<file path="src/include/srb_pkg.sv">
// Shared constants and types of the special register bank.
package srb_pkg;

  // Data and conversion widths.
  localparam int DATA_W = 8;
  localparam int RES_W = 12;
  localparam int IDX_W = 6;

  // Register indices; the byte address on the bus is four times the index.
  localparam logic [IDX_W-1:0] IDX_PTR = 6'h04;
  localparam logic [IDX_W-1:0] IDX_PORT5 = 6'h05;
  localparam logic [IDX_W-1:0] IDX_PORT6 = 6'h06;
  localparam logic [IDX_W-1:0] IDX_PORT7 = 6'h07;
  localparam logic [IDX_W-1:0] IDX_AINSEL = 6'h08;
  localparam logic [IDX_W-1:0] IDX_CCTL = 6'h09;
  localparam logic [IDX_W-1:0] IDX_OCAL = 6'h0A;
  localparam logic [IDX_W-1:0] IDX_RES8 = 6'h0B;
  localparam logic [IDX_W-1:0] IDX_RESHI = 6'h0C;
  localparam logic [IDX_W-1:0] IDX_RESLO = 6'h0D;
  localparam logic [IDX_W-1:0] IDX_IRQ_STATUS_TWO = 6'h0E;
  localparam logic [IDX_W-1:0] IDX_IRQ_STATUS_ONE = 6'h0F;
  localparam logic [IDX_W-1:0] IDX_RAM_LO = 6'h10;
  localparam logic [IDX_W-1:0] IDX_RAM_HI = 6'h3F;
  localparam int RAM_DEPTH = 48;

  // Reset values and masks of implemented bits.
  localparam logic [7:0] PTR_KEEP_MASK = 8'h3F;
  localparam logic [7:0] PTR_POR_VAL = 8'h00;
  localparam logic [7:0] PORT_RST = 8'hFF;
  localparam logic [0:0] PORT7_RST = 1'h1;
  localparam logic [3:0] AINSEL_RST = 4'h0;
  localparam logic [7:0] CCTL_RST = 8'h00;
  localparam logic [7:0] CCTL_MASK = 8'hFB;
  localparam logic [7:0] OCAL_RST = 8'h00;
  localparam logic [7:0] OCAL_MASK = 8'hF8;
  localparam logic [7:0] IRQ_STATUS_TWO_RST = 8'h00;
  localparam logic [7:0] IRQ_STATUS_TWO_MASK = 8'h3E;
  localparam logic [7:0] IRQ_STATUS_ONE_RST = 8'h00;
  localparam logic [RES_W-1:0] RES_RST = 12'h000;

  // AHB-Lite encodings used by the slave.
  localparam logic [1:0] HTRANS_NONSEQ = 2'h2;
  localparam logic HRESP_OKAY = 1'h0;

  // Reset class seen by the bank in a cycle.
  typedef enum logic [1:0] {
    RC_NONE = 2'b00,
    RC_POWER = 2'b01,
    RC_PINWDT = 2'b10,
    RC_WAKE = 2'b11
  } srb_rcls_e;

  // Bus slave phase.
  typedef enum logic [0:0] {
    BUS_IDLE = 1'b0,
    BUS_BUSY = 1'b1
  } srb_bus_e;

  // Converter control layout, bit 7 first.
  typedef struct packed {
    logic reference_source_select;
    logic [1:0] conv_clock_rate;
    logic conversion_run;
    logic converter_power_down;
    logic spare;
    logic [1:0] channel_select;
  } srb_cctl_s;

  // Offset calibration layout, bit 7 first.
  typedef struct packed {
    logic calibrate_enable;
    logic offset_sign;
    logic [2:0] offset_magnitude;
    logic [2:0] spare;
  } srb_ocal_s;

  // Second interrupt status layout, bit 7 first.
  typedef struct packed {
    logic [1:0] spare_hi;
    logic conversion_done_flag;
    logic comparator_flag;
    logic conversion_wake_enable;
    logic comparator_wake_enable;
    logic pin_change_wake_enable;
    logic spare_lo;
  } srb_irq_status_two_s;

  // First interrupt status layout, bit 7 first.
  typedef struct packed {
    logic low_pulse_underflow_flag;
    logic high_pulse_underflow_flag;
    logic timer_c_overflow_flag;
    logic timer_b_overflow_flag;
    logic timer_a_overflow_flag;
    logic external_irq_flag;
    logic port_change_flag;
    logic main_timer_overflow_flag;
  } srb_irq_status_one_s;

  // A finished conversion from the converter core.
  typedef struct packed {
    logic done;
    logic [RES_W-1:0] value;
  } srb_conv_s;

endpackage : srb_pkg

</file>
<file path="src/srb_reset_bank.sv">
// How it works
// Pointer upper bits clear; lower bits kept on pin/watchdog.
// Port five loads ones, kept on wake.
// Port six loads ones, kept on wake.
// Port seven holds only bit 0, resets one.
// Analog enables clear on reset, kept on wake.
// Converter control clears; wake keeps all but bit 2.
// Converter control fields at documented bit positions.
// Offset calibration clears; fields at bits 7..3.
// Upper result register shows result bits 11..4.
// Upper result register kept across wake.
// High result register: zeros above, bits 11..8.
// Low result register shows bits 7..0, kept.
// Second status holds done, comparator, wake enables.
// Second status clears on reset, kept on wake.
// First status holds eight timer and pin flags.
// First status clears on reset, kept on wake.
// Data RAM kept through pin reset and wake.
// Reset from power-on, pin low, or enabled watchdog.
// Reset class selects initial values same cycle.
`timescale 1ns/1ps
`default_nettype none

module srb_reset_bank (
  // Clock and bus reset.
  input wire logic hclk,
  input wire logic hresetn,
  // AHB-Lite slave port.
  input wire logic hsel,
  input wire logic [31:0] haddr,
  input wire logic [1:0] htrans,
  input wire logic hwrite,
  input wire logic [2:0] hsize,
  input wire logic [31:0] hwdata,
  input wire logic hready,
  output var logic hreadyout,
  output var logic hresp,
  output var logic [31:0] hrdata,
  // Reset and wake sources.
  input wire logic por_req,
  input wire logic reset_pin_n,
  input wire logic wdt_enable,
  input wire logic wdt_timeout,
  input wire logic pin_wake,
  // Events from the peripherals.
  input wire srb_pkg::srb_conv_s conv_in,
  input wire logic cmp_event,
  input wire srb_pkg::srb_irq_status_one_s irq1_set,
  // Register contents driven to the rest of the core.
  output var logic [7:0] ptr_o,
  output var logic [7:0] port5_o,
  output var logic [7:0] port6_o,
  output var logic port7_o,
  output var logic [3:0] analog_en_o,
  output var srb_pkg::srb_cctl_s conv_ctl_o,
  output var srb_pkg::srb_ocal_s offset_cal_o,
  output var srb_pkg::srb_irq_status_two_s irq_status2_o,
  output var srb_pkg::srb_irq_status_one_s irq_status1_o
);
  import srb_pkg::*;

  // Bus phase state and the captured address phase.
  srb_bus_e st_r;
  logic [IDX_W-1:0] idx_r;
  logic map_r;
  logic wr_r;
  // Conversion result kept as one twelve-bit word.
  logic [RES_W-1:0] res_r;
  // General purpose data memory; it has no reset on purpose.
  logic [7:0] ram_r [RAM_DEPTH];

  // Address phase decode.
  // SEQ is taken like NONSEQ, since every transfer here is a single word.
  wire acc_req = hsel && hready && (htrans == HTRANS_NONSEQ || htrans == 2'h3);
  wire [IDX_W-1:0] idx_in = haddr[7:2];
  wire map_in = (haddr[31:8] == 24'h000000) && (idx_in >= IDX_PTR);
  // Only whole-word transfers are expected, so the size is not decoded.
  wire size_unused = |hsize;

  // Reset class: power-on wins over pin or watchdog, which win over wake.
  // A watchdog timeout counts only while the watchdog is enabled.
  wire pinwdt_req = !reset_pin_n || (wdt_enable && wdt_timeout);
  srb_rcls_e rcls;
  assign rcls = por_req ? RC_POWER : (pinwdt_req ? RC_PINWDT : (pin_wake ? RC_WAKE : RC_NONE));
  wire is_hard = (rcls == RC_POWER) || (rcls == RC_PINWDT);

  // A write lands in the data phase; any reset class in that cycle drops it.
  wire wr_stb = (st_r == BUS_BUSY) && wr_r && map_r;
  wire wr_ok = wr_stb && (rcls == RC_NONE);
  wire [7:0] wd = hwdata[7:0];
  // The data memory fills indices 0x10 to 0x3F; ram_idx is only used on a hit.
  wire [IDX_W-1:0] ram_idx = idx_r - IDX_RAM_LO;
  wire ram_hit = (idx_r >= IDX_RAM_LO) && (idx_r <= IDX_RAM_HI);

  // Next value of the pointer; power-on leaves low bits at a fixed value.
  wire [7:0] ptr_hard = (rcls == RC_POWER) ? PTR_POR_VAL : (ptr_o & PTR_KEEP_MASK);
  wire [7:0] ptr_nxt = is_hard ? ptr_hard : ((wr_ok && idx_r == IDX_PTR) ? wd : ptr_o);

  // Port data registers; wake simply holds them.
  wire [7:0] port5_nxt = is_hard ? PORT_RST : ((wr_ok && idx_r == IDX_PORT5) ? wd : port5_o);
  wire [7:0] port6_nxt = is_hard ? PORT_RST : ((wr_ok && idx_r == IDX_PORT6) ? wd : port6_o);
  wire port7_nxt = is_hard ? PORT7_RST[0] : ((wr_ok && idx_r == IDX_PORT7) ? wd[0] : port7_o);
  wire [3:0] ain_nxt = is_hard ? AINSEL_RST : ((wr_ok && idx_r == IDX_AINSEL) ? wd[3:0] : analog_en_o);

  // Converter control: a finished conversion ends the run bit.
  // Bit 2 is forced to zero by the mask on every path but hard reset, where CCTL_RST is zero.
  srb_cctl_s cctl_done;
  assign cctl_done = {conv_ctl_o.reference_source_select, conv_ctl_o.conv_clock_rate, 1'b0,
                      conv_ctl_o.converter_power_down, conv_ctl_o.spare, conv_ctl_o.channel_select};
  wire [7:0] cctl_run = conv_in.done ? cctl_done : conv_ctl_o;
  wire [7:0] cctl_sw = (wr_ok && idx_r == IDX_CCTL) ? wd : cctl_run;
  wire [7:0] cctl_nxt = is_hard ? CCTL_RST : (cctl_sw & CCTL_MASK);

  // Offset calibration keeps only bits 7 to 3.
  wire [7:0] ocal_nxt = is_hard ? OCAL_RST : (((wr_ok && idx_r == IDX_OCAL) ? wd : offset_cal_o) & OCAL_MASK);

  // The result is left alone by every reset class; only a conversion loads it.
  wire [RES_W-1:0] res_nxt = conv_in.done ? conv_in.value : res_r;

  // Flag registers: a hardware set wins over a clearing write in the same cycle.
  // Software may also set a flag by writing a one, which helps in testing.
  wire [7:0] irq_status_two_set = {2'b00, conv_in.done, cmp_event, 4'h0};
  wire [7:0] irq_status_two_base = (wr_ok && idx_r == IDX_IRQ_STATUS_TWO) ? wd : irq_status2_o;
  wire [7:0] irq_status_two_nxt = is_hard ? IRQ_STATUS_TWO_RST : ((irq_status_two_base | irq_status_two_set) & IRQ_STATUS_TWO_MASK);
  wire [7:0] irq_status_one_base = (wr_ok && idx_r == IDX_IRQ_STATUS_ONE) ? wd : irq_status1_o;
  wire [7:0] irq_status_one_nxt = is_hard ? IRQ_STATUS_ONE_RST : (irq_status_one_base | irq1_set);

  // Read selection; unmapped or reserved space reads as zero.
  // The byte is sampled at the end of the wait state, after any write in flight.
  wire [7:0] rd_byte =
    !map_r ? 8'h00 :
    (idx_r == IDX_PTR) ? ptr_o :
    (idx_r == IDX_PORT5) ? port5_o :
    (idx_r == IDX_PORT6) ? port6_o :
    (idx_r == IDX_PORT7) ? {7'h00, port7_o} :
    (idx_r == IDX_AINSEL) ? {4'h0, analog_en_o} :
    (idx_r == IDX_CCTL) ? conv_ctl_o :
    (idx_r == IDX_OCAL) ? offset_cal_o :
    (idx_r == IDX_RES8) ? res_r[11:4] :
    (idx_r == IDX_RESHI) ? {4'h0, res_r[11:8]} :
    (idx_r == IDX_RESLO) ? res_r[7:0] :
    (idx_r == IDX_IRQ_STATUS_TWO) ? irq_status2_o :
    (idx_r == IDX_IRQ_STATUS_ONE) ? irq_status1_o :
    ram_hit ? ram_r[ram_idx] : 8'h00;

  // Bus slave: every transfer takes one wait state, which removes any
  // read-after-write hazard at the cost of one cycle per access.
  always_ff @(posedge hclk or negedge hresetn) begin
    if (!hresetn) begin
      st_r <= BUS_IDLE;
      idx_r <= 6'h00;
      map_r <= 1'b0;
      wr_r <= 1'b0;
      hreadyout <= 1'b1;
      hrdata <= 32'h00000000;
    end else begin
      case (st_r)
        // An accepted address phase opens the wait state.
        BUS_IDLE: begin
          if (acc_req && !size_unused | acc_req) begin
            st_r <= BUS_BUSY;
            idx_r <= idx_in;
            map_r <= map_in;
            wr_r <= hwrite;
            hreadyout <= 1'b0;
          end
        end
        // The data phase completes here; read data is loaded for the final edge.
        BUS_BUSY: begin
          st_r <= BUS_IDLE;
          hreadyout <= 1'b1;
          if (!wr_r) begin
            hrdata <= {24'h000000, rd_byte};
          end
        end
        default: begin
          st_r <= BUS_IDLE;
          hreadyout <= 1'b1;
        end
      endcase
    end
  end

  // The response is always OKAY, also for unmapped addresses.
  // Kept as a flop so that every bus output comes straight from a register.
  always_ff @(posedge hclk or negedge hresetn) begin
    if (!hresetn) begin
      hresp <= HRESP_OKAY;
    end else begin
      hresp <= HRESP_OKAY;
    end
  end

  // Control registers; the bus reset acts as a power-on.
  // The reset-class values themselves come from the next-value wires above.
  always_ff @(posedge hclk or negedge hresetn) begin
    if (!hresetn) begin
      ptr_o <= PTR_POR_VAL;
      port5_o <= PORT_RST;
      port6_o <= PORT_RST;
      port7_o <= PORT7_RST[0];
      analog_en_o <= AINSEL_RST;
      conv_ctl_o <= CCTL_RST;
      offset_cal_o <= OCAL_RST;
    end else begin
      ptr_o <= ptr_nxt;
      port5_o <= port5_nxt;
      port6_o <= port6_nxt;
      port7_o <= port7_nxt;
      analog_en_o <= ain_nxt;
      conv_ctl_o <= cctl_nxt;
      offset_cal_o <= ocal_nxt;
    end
  end

  // Result and status registers.
  // The result is reset only by the bus reset; no reset class touches it.
  always_ff @(posedge hclk or negedge hresetn) begin
    if (!hresetn) begin
      res_r <= RES_RST;
      irq_status2_o <= IRQ_STATUS_TWO_RST;
      irq_status1_o <= IRQ_STATUS_ONE_RST;
    end else begin
      res_r <= res_nxt;
      irq_status2_o <= irq_status_two_nxt;
      irq_status1_o <= irq_status_one_nxt;
    end
  end

  // Data memory: written only by software in a cycle with no reset class.
  // Leaving it out of reset saves area; its power-on content is unknown.
  always_ff @(posedge hclk) begin
    if (wr_ok && ram_hit) begin
      ram_r[ram_idx] <= wd;
    end
  end
endmodule : srb_reset_bank

`default_nettype wire

</file>
<file path="config.mk">
export PLATFORM = sky130hd
export DESIGN_NAME = srb_reset_bank
export DESIGN_NICKNAME = d
export VERILOG_FILES = /design/src/include/srb_pkg.sv /design/src/srb_reset_bank.sv
export SDC_FILE = /design/constraint.sdc
export NUM_CORES = 1
export LEC_CHECK = 0
export BUFFER_PORTS_ARGS = -buffer_cell sky130_fd_sc_hd__clkbuf_2
export CORE_MARGIN = 2
export CORE_UTILIZATION = 33
export DETAILED_ROUTE_END_ITERATION = 12
export GPL_TIMING_DRIVEN = 0
export PLACE_DENSITY = 0.47
export SLEW_MARGIN = 25
export SYNTH_ARGS = -nofsm -noshare
export SYNTH_HDL_FRONTEND = slang
export SYNTH_SLANG_ARGS = --single-unit
</file>
<file path="constraint.sdc">
create_clock -name hclk -period 3.8 [get_ports hclk]
set_clock_uncertainty 0.05 [all_clocks]
set_input_delay 0.57 -clock hclk [delete_from_list [all_inputs] [get_ports hclk]]
set_output_delay 0.57 -clock hclk [all_outputs]
set_load 0.02 [all_outputs]
</file>
==> results.txt <==
- Gate power share: 0.179
- Compared with the post-synthesis result, the final layout area differs by 17.8%.
- Setup repair after global routing could not meet its margin everywhere.
- Gate count after technology mapping: between 1000 and 1500
- Pin count of the biggest net entering global routing: 56
* Post-CTS setup repair buffer count: 0
- Counting every sink on the clock net gives around 470.
* Most common flop cell mapped by yosys: edfxtp_1
* FFs w/ async S/R, synth: 0.179
* Number of antenna violations at the first check in global routing: 0
- Final wirelength: ~70000 um
- Result of the run: finished with violations
* Worst endpoint required time: roughly 4 ns
- Placement Rows: 90
* Clock transition at the register clock pins on the worst setup and hold paths after CTS: 0.06 ns
* Die H: roughly 250 um
* DRC violations left: 0
- Of the total power, the clock network draws 0.392.
- In this run, CTS created clock tree buffers numbering 52.
- Area inside the core boundary: between 60000 and 70000 um^2
- OpenSTA, run right after detailed placement, puts the worst setup slack at -0.337 ns.
- Share of final-layout standard cells stronger than drive strength 1: 0.267
* Worst Path Class, Setup: reg -> reg
- The share of total power dissipated in sequential elements is 0.428.
- The smallest clock period supported by the final layout is computed as approximately 4.0 ns.
* Sw Pwr: around 3.8 mW
- Violated checks: setup timing
- Biggest area contributors in the synthesized netlist: edfxtp_1, dfrtp_1, mux4_2
- The later pin in the worst-skew pair is clocked with a latency of between 0.6 and 0.7 ns.
* Slew Viols, Final: 0
- Achievable Freq: between 0.2 and 0.25 GHz
- # setup viols final: between 100 and 150
- Total Die Area: about 64000 um^2
- Last weighted congestion value of the routability-driven placer: between 0.9 and 1
* Initial DRC Count: between 1000 and 1500
- I/O Pins: slightly below 200
- Sum of internal, switching and leakage power: approximately 13 mW
* Tcrit/Tclk final: 1.06
- For met2 alone, demand over resource in global routing was 0.347.
* Worst setup margin: -0.209 ns
- For this run, global-route usage on met1 was measured as 0.304.
* TritonCTS clock tree: yes
- The HPWL after detailed placement is roughly 47000 um.
- Across all layers, the routed design uses about 13000 vias.
- Pre-Repair DR Iteration Count: 5
- The synthesized design contains approximately 470 register bits.
* Cell Count Post-Placement: roughly 2300
- The worst setup path is launched from a flop.
* Synth cell count leaders: edfxtp_1, nand2_1, nor2_1
* Portion of synthesized cell area occupied by the leading cell type: 0.567
- In the global route stage, met3 resource usage came out at 0.0382.
* Mapped Avg Cell Area: 15.5 um^2
* Total global-route track usage: 0.220
- The via count of the first global-routing pass was about 13000.
- Leakage: 8.46 nW
- I/O Buffers: 132
* Final net count: about 1600
* Internal: approximately 9.4 mW
- Count of maximum capacitance violations: 0
* Peak ir drop on the vdd network: 367 uV
- The final number of hold-violating endpoints is 0.
- Setup crit end kind: flop
- Least-Margin Pin Slew: around 0.97 ns
- After the flow finishes, the layout carries non-filler instances totaling about 2400.
- Maximum number of buffers from clock root to sink: 3
* Number of distinct standard cells referenced by the synthesized netlist: slightly below 80
- Dividing the detail-routed wire length by the instance count gives ~30 um.
* Starting density of the core: 0.336
* Library cell occupying the most area in the post-synthesis netlist: edfxtp_1
- CP arrival: 4.20 ns
- Number of synthesized flops with an enable pin: between 300 and 400
* Proportion of total power due to net switching: 0.288
- The layer flagged by global routing as most heavily used is met2.
* Total global routing overflow: 0
* Summed instance area of the synthesized netlist: 20300 um^2
* Worst min path class: in -> reg
* Die Width: 252 um
- 0 antenna diodes ended up in the layout.
* First-pass GRT wire length: 98300 um
* Util after Layout: 0.395
- Along the worst path, the maximum fanout reaches 10.
- Level count of the clock H-tree: 2
- Number of warnings reported in the yosys synthesis log: 0
- Power per cell area: between 500 and 600 nW/um^2
* Post-synthesis sequential area ratio: 0.672
* Post-DRT Antenna Nets: 0
* Cell at the root of the clock tree: clkbuf_16
* Vias per cell: between 5 and 6
* Relative slew slack: 0.351
- Cell with the most instances after synthesis: edfxtp_1
==> layout make-up <==
class	count	area (um^2)
multi-input combinational	742	5980
tap	782	978
inverter	20	75.1
timing repair buffer	135	734
fill	5656	36600
buffer	109	802
clock inverter	38	382
clock buffer	60	1350
sequential	468	13700
==> metrics by stage <==
stage	TNS, ns	hold slack [ns]	instance area (um^2)
floorplan	0	0.224	20400
global placement	-61.90	0.433	22100
detailed placement	-81.06	0.438	22200
CTS	-1.81	0.0855	23900
global route	-22.81	0.120	24000
finish	-10.70	0.105	24000
==> per-layer routing <==
layer / vias up / wire length (um)
li1: 5534 / -
met4: 0 / 2440
met3: 115 / 4810
met5: - / 0
met2: 593 / 32300
met1: 6701 / 30400
==> cells in the final DEF (no fill, tap or decap), types with 8 or more instances in the layout <==
cell type,synthesis,final
o22a_1,8,8
a21oi_1,40,40
clkbuf_4,5,13
buf_2,22,22
conb_1,1,32
buf_4,38,39
clkinv_1,1,17
nor3_1,12,11
nor4_1,10,10
clkbuf_2,0,123
o22ai_1,26,26
mux4_2,51,51
a211oi_1,10,10
clkbuf_1,23,30
clkinv_2,0,11
mux2_2,19,19
dfstp_2,18,18
a31oi_1,15,15
nor2_2,0,20
a22oi_1,15,15
inv_1,19,19
o211ai_1,13,13
nand4_1,12,12
o21ai_0,33,33
edfxtp_1,384,384
buf_6,10,10
clkbuf_16,0,53
dfrtp_1,66,66
mux2i_1,74,74
nand3_1,31,31
a211o_1,8,8
mux4_1,21,21
nand2_1,100,100
nor2_1,90,69
nor2b_1,20,20
==> state kept, by name, summed over array words and instances (netlist names), 4 cells and up <==
| signal | cells |
|---|---|
| port6_o | 8 |
| ram_r | 384 |
| port5_o | 8 |
| conv_ctl_o | 7 |
| analog_en_o | 4 |
| res_r | 12 |
| irq_status2_o | 5 |
| offset_cal_o | 5 |
| idx_r | 6 |
| ptr_o | 8 |
| hrdata | 8 |
| irq_status1_o | 8 |
==> cell families after synthesis <==
logic type,count (synthesis),share of synthesized area
fa+ha+maj,7,0.00431
simple gates,320,0.0758
compound gates,218,0.0743
buf+inv,129,0.0431
mux,165,0.131
flops,468,0.672
other cells,1,0.000184
==> worst paths after layout <==
| check | start | to | slack (ns) | cells past startpoint |
|---|---|---|---|---|
| worst min-delay path | hwrite | wr_r | 0.10 | 3 |
| min in group asynchronous | hresetn | irq_status1_o[7] | 0.39 | 2 |
| worst max-delay path | idx_r[3] | ram_r[9][3] | -0.21 | 7 |
| max in group asynchronous | hresetn | port5_o[5] | 2.68 | 3 |
| worst max register to register | idx_r[3] | ram_r[9][3] | -0.21 | 7 |
| worst min register to register | hreadyout | hreadyout | 0.45 | 2 |
==> power groups by stage <==
| stage | logic (mW) | clock network, mW | registers (mW) |
|---|---|---|---|
| global route | 2.46 | 5.48 | 5.67 |
| CTS | 2.34 | 5.28 | 5.66 |
| finish | 2.37 | 5.19 | 5.67 |
| global placement | 2.32 | 0 | 5.77 |
| detailed placement | 2.34 | 0 | 5.77 |
| floorplan | 1.31 | 0 | 5.75 |
==> worst max-delay path, stage by stage, from the launching register on <==
cell	delay, ns
dfrtp_1	0.34
buf_2	0.19
buf_2	0.29
buf_2	0.50
buf_2	0.50
buf_2	0.39
nand3_1	0.45
nor2_1	0.89
==> what timing repair did <==
action	in CTS	in global routing
setup endpoints to repair	79	217
endpoints found under the hold margin	36	0
gates resized for setup	2	20
pin swaps	0	0
hold buffers	1	0
(Power assumes the default switching activity.)
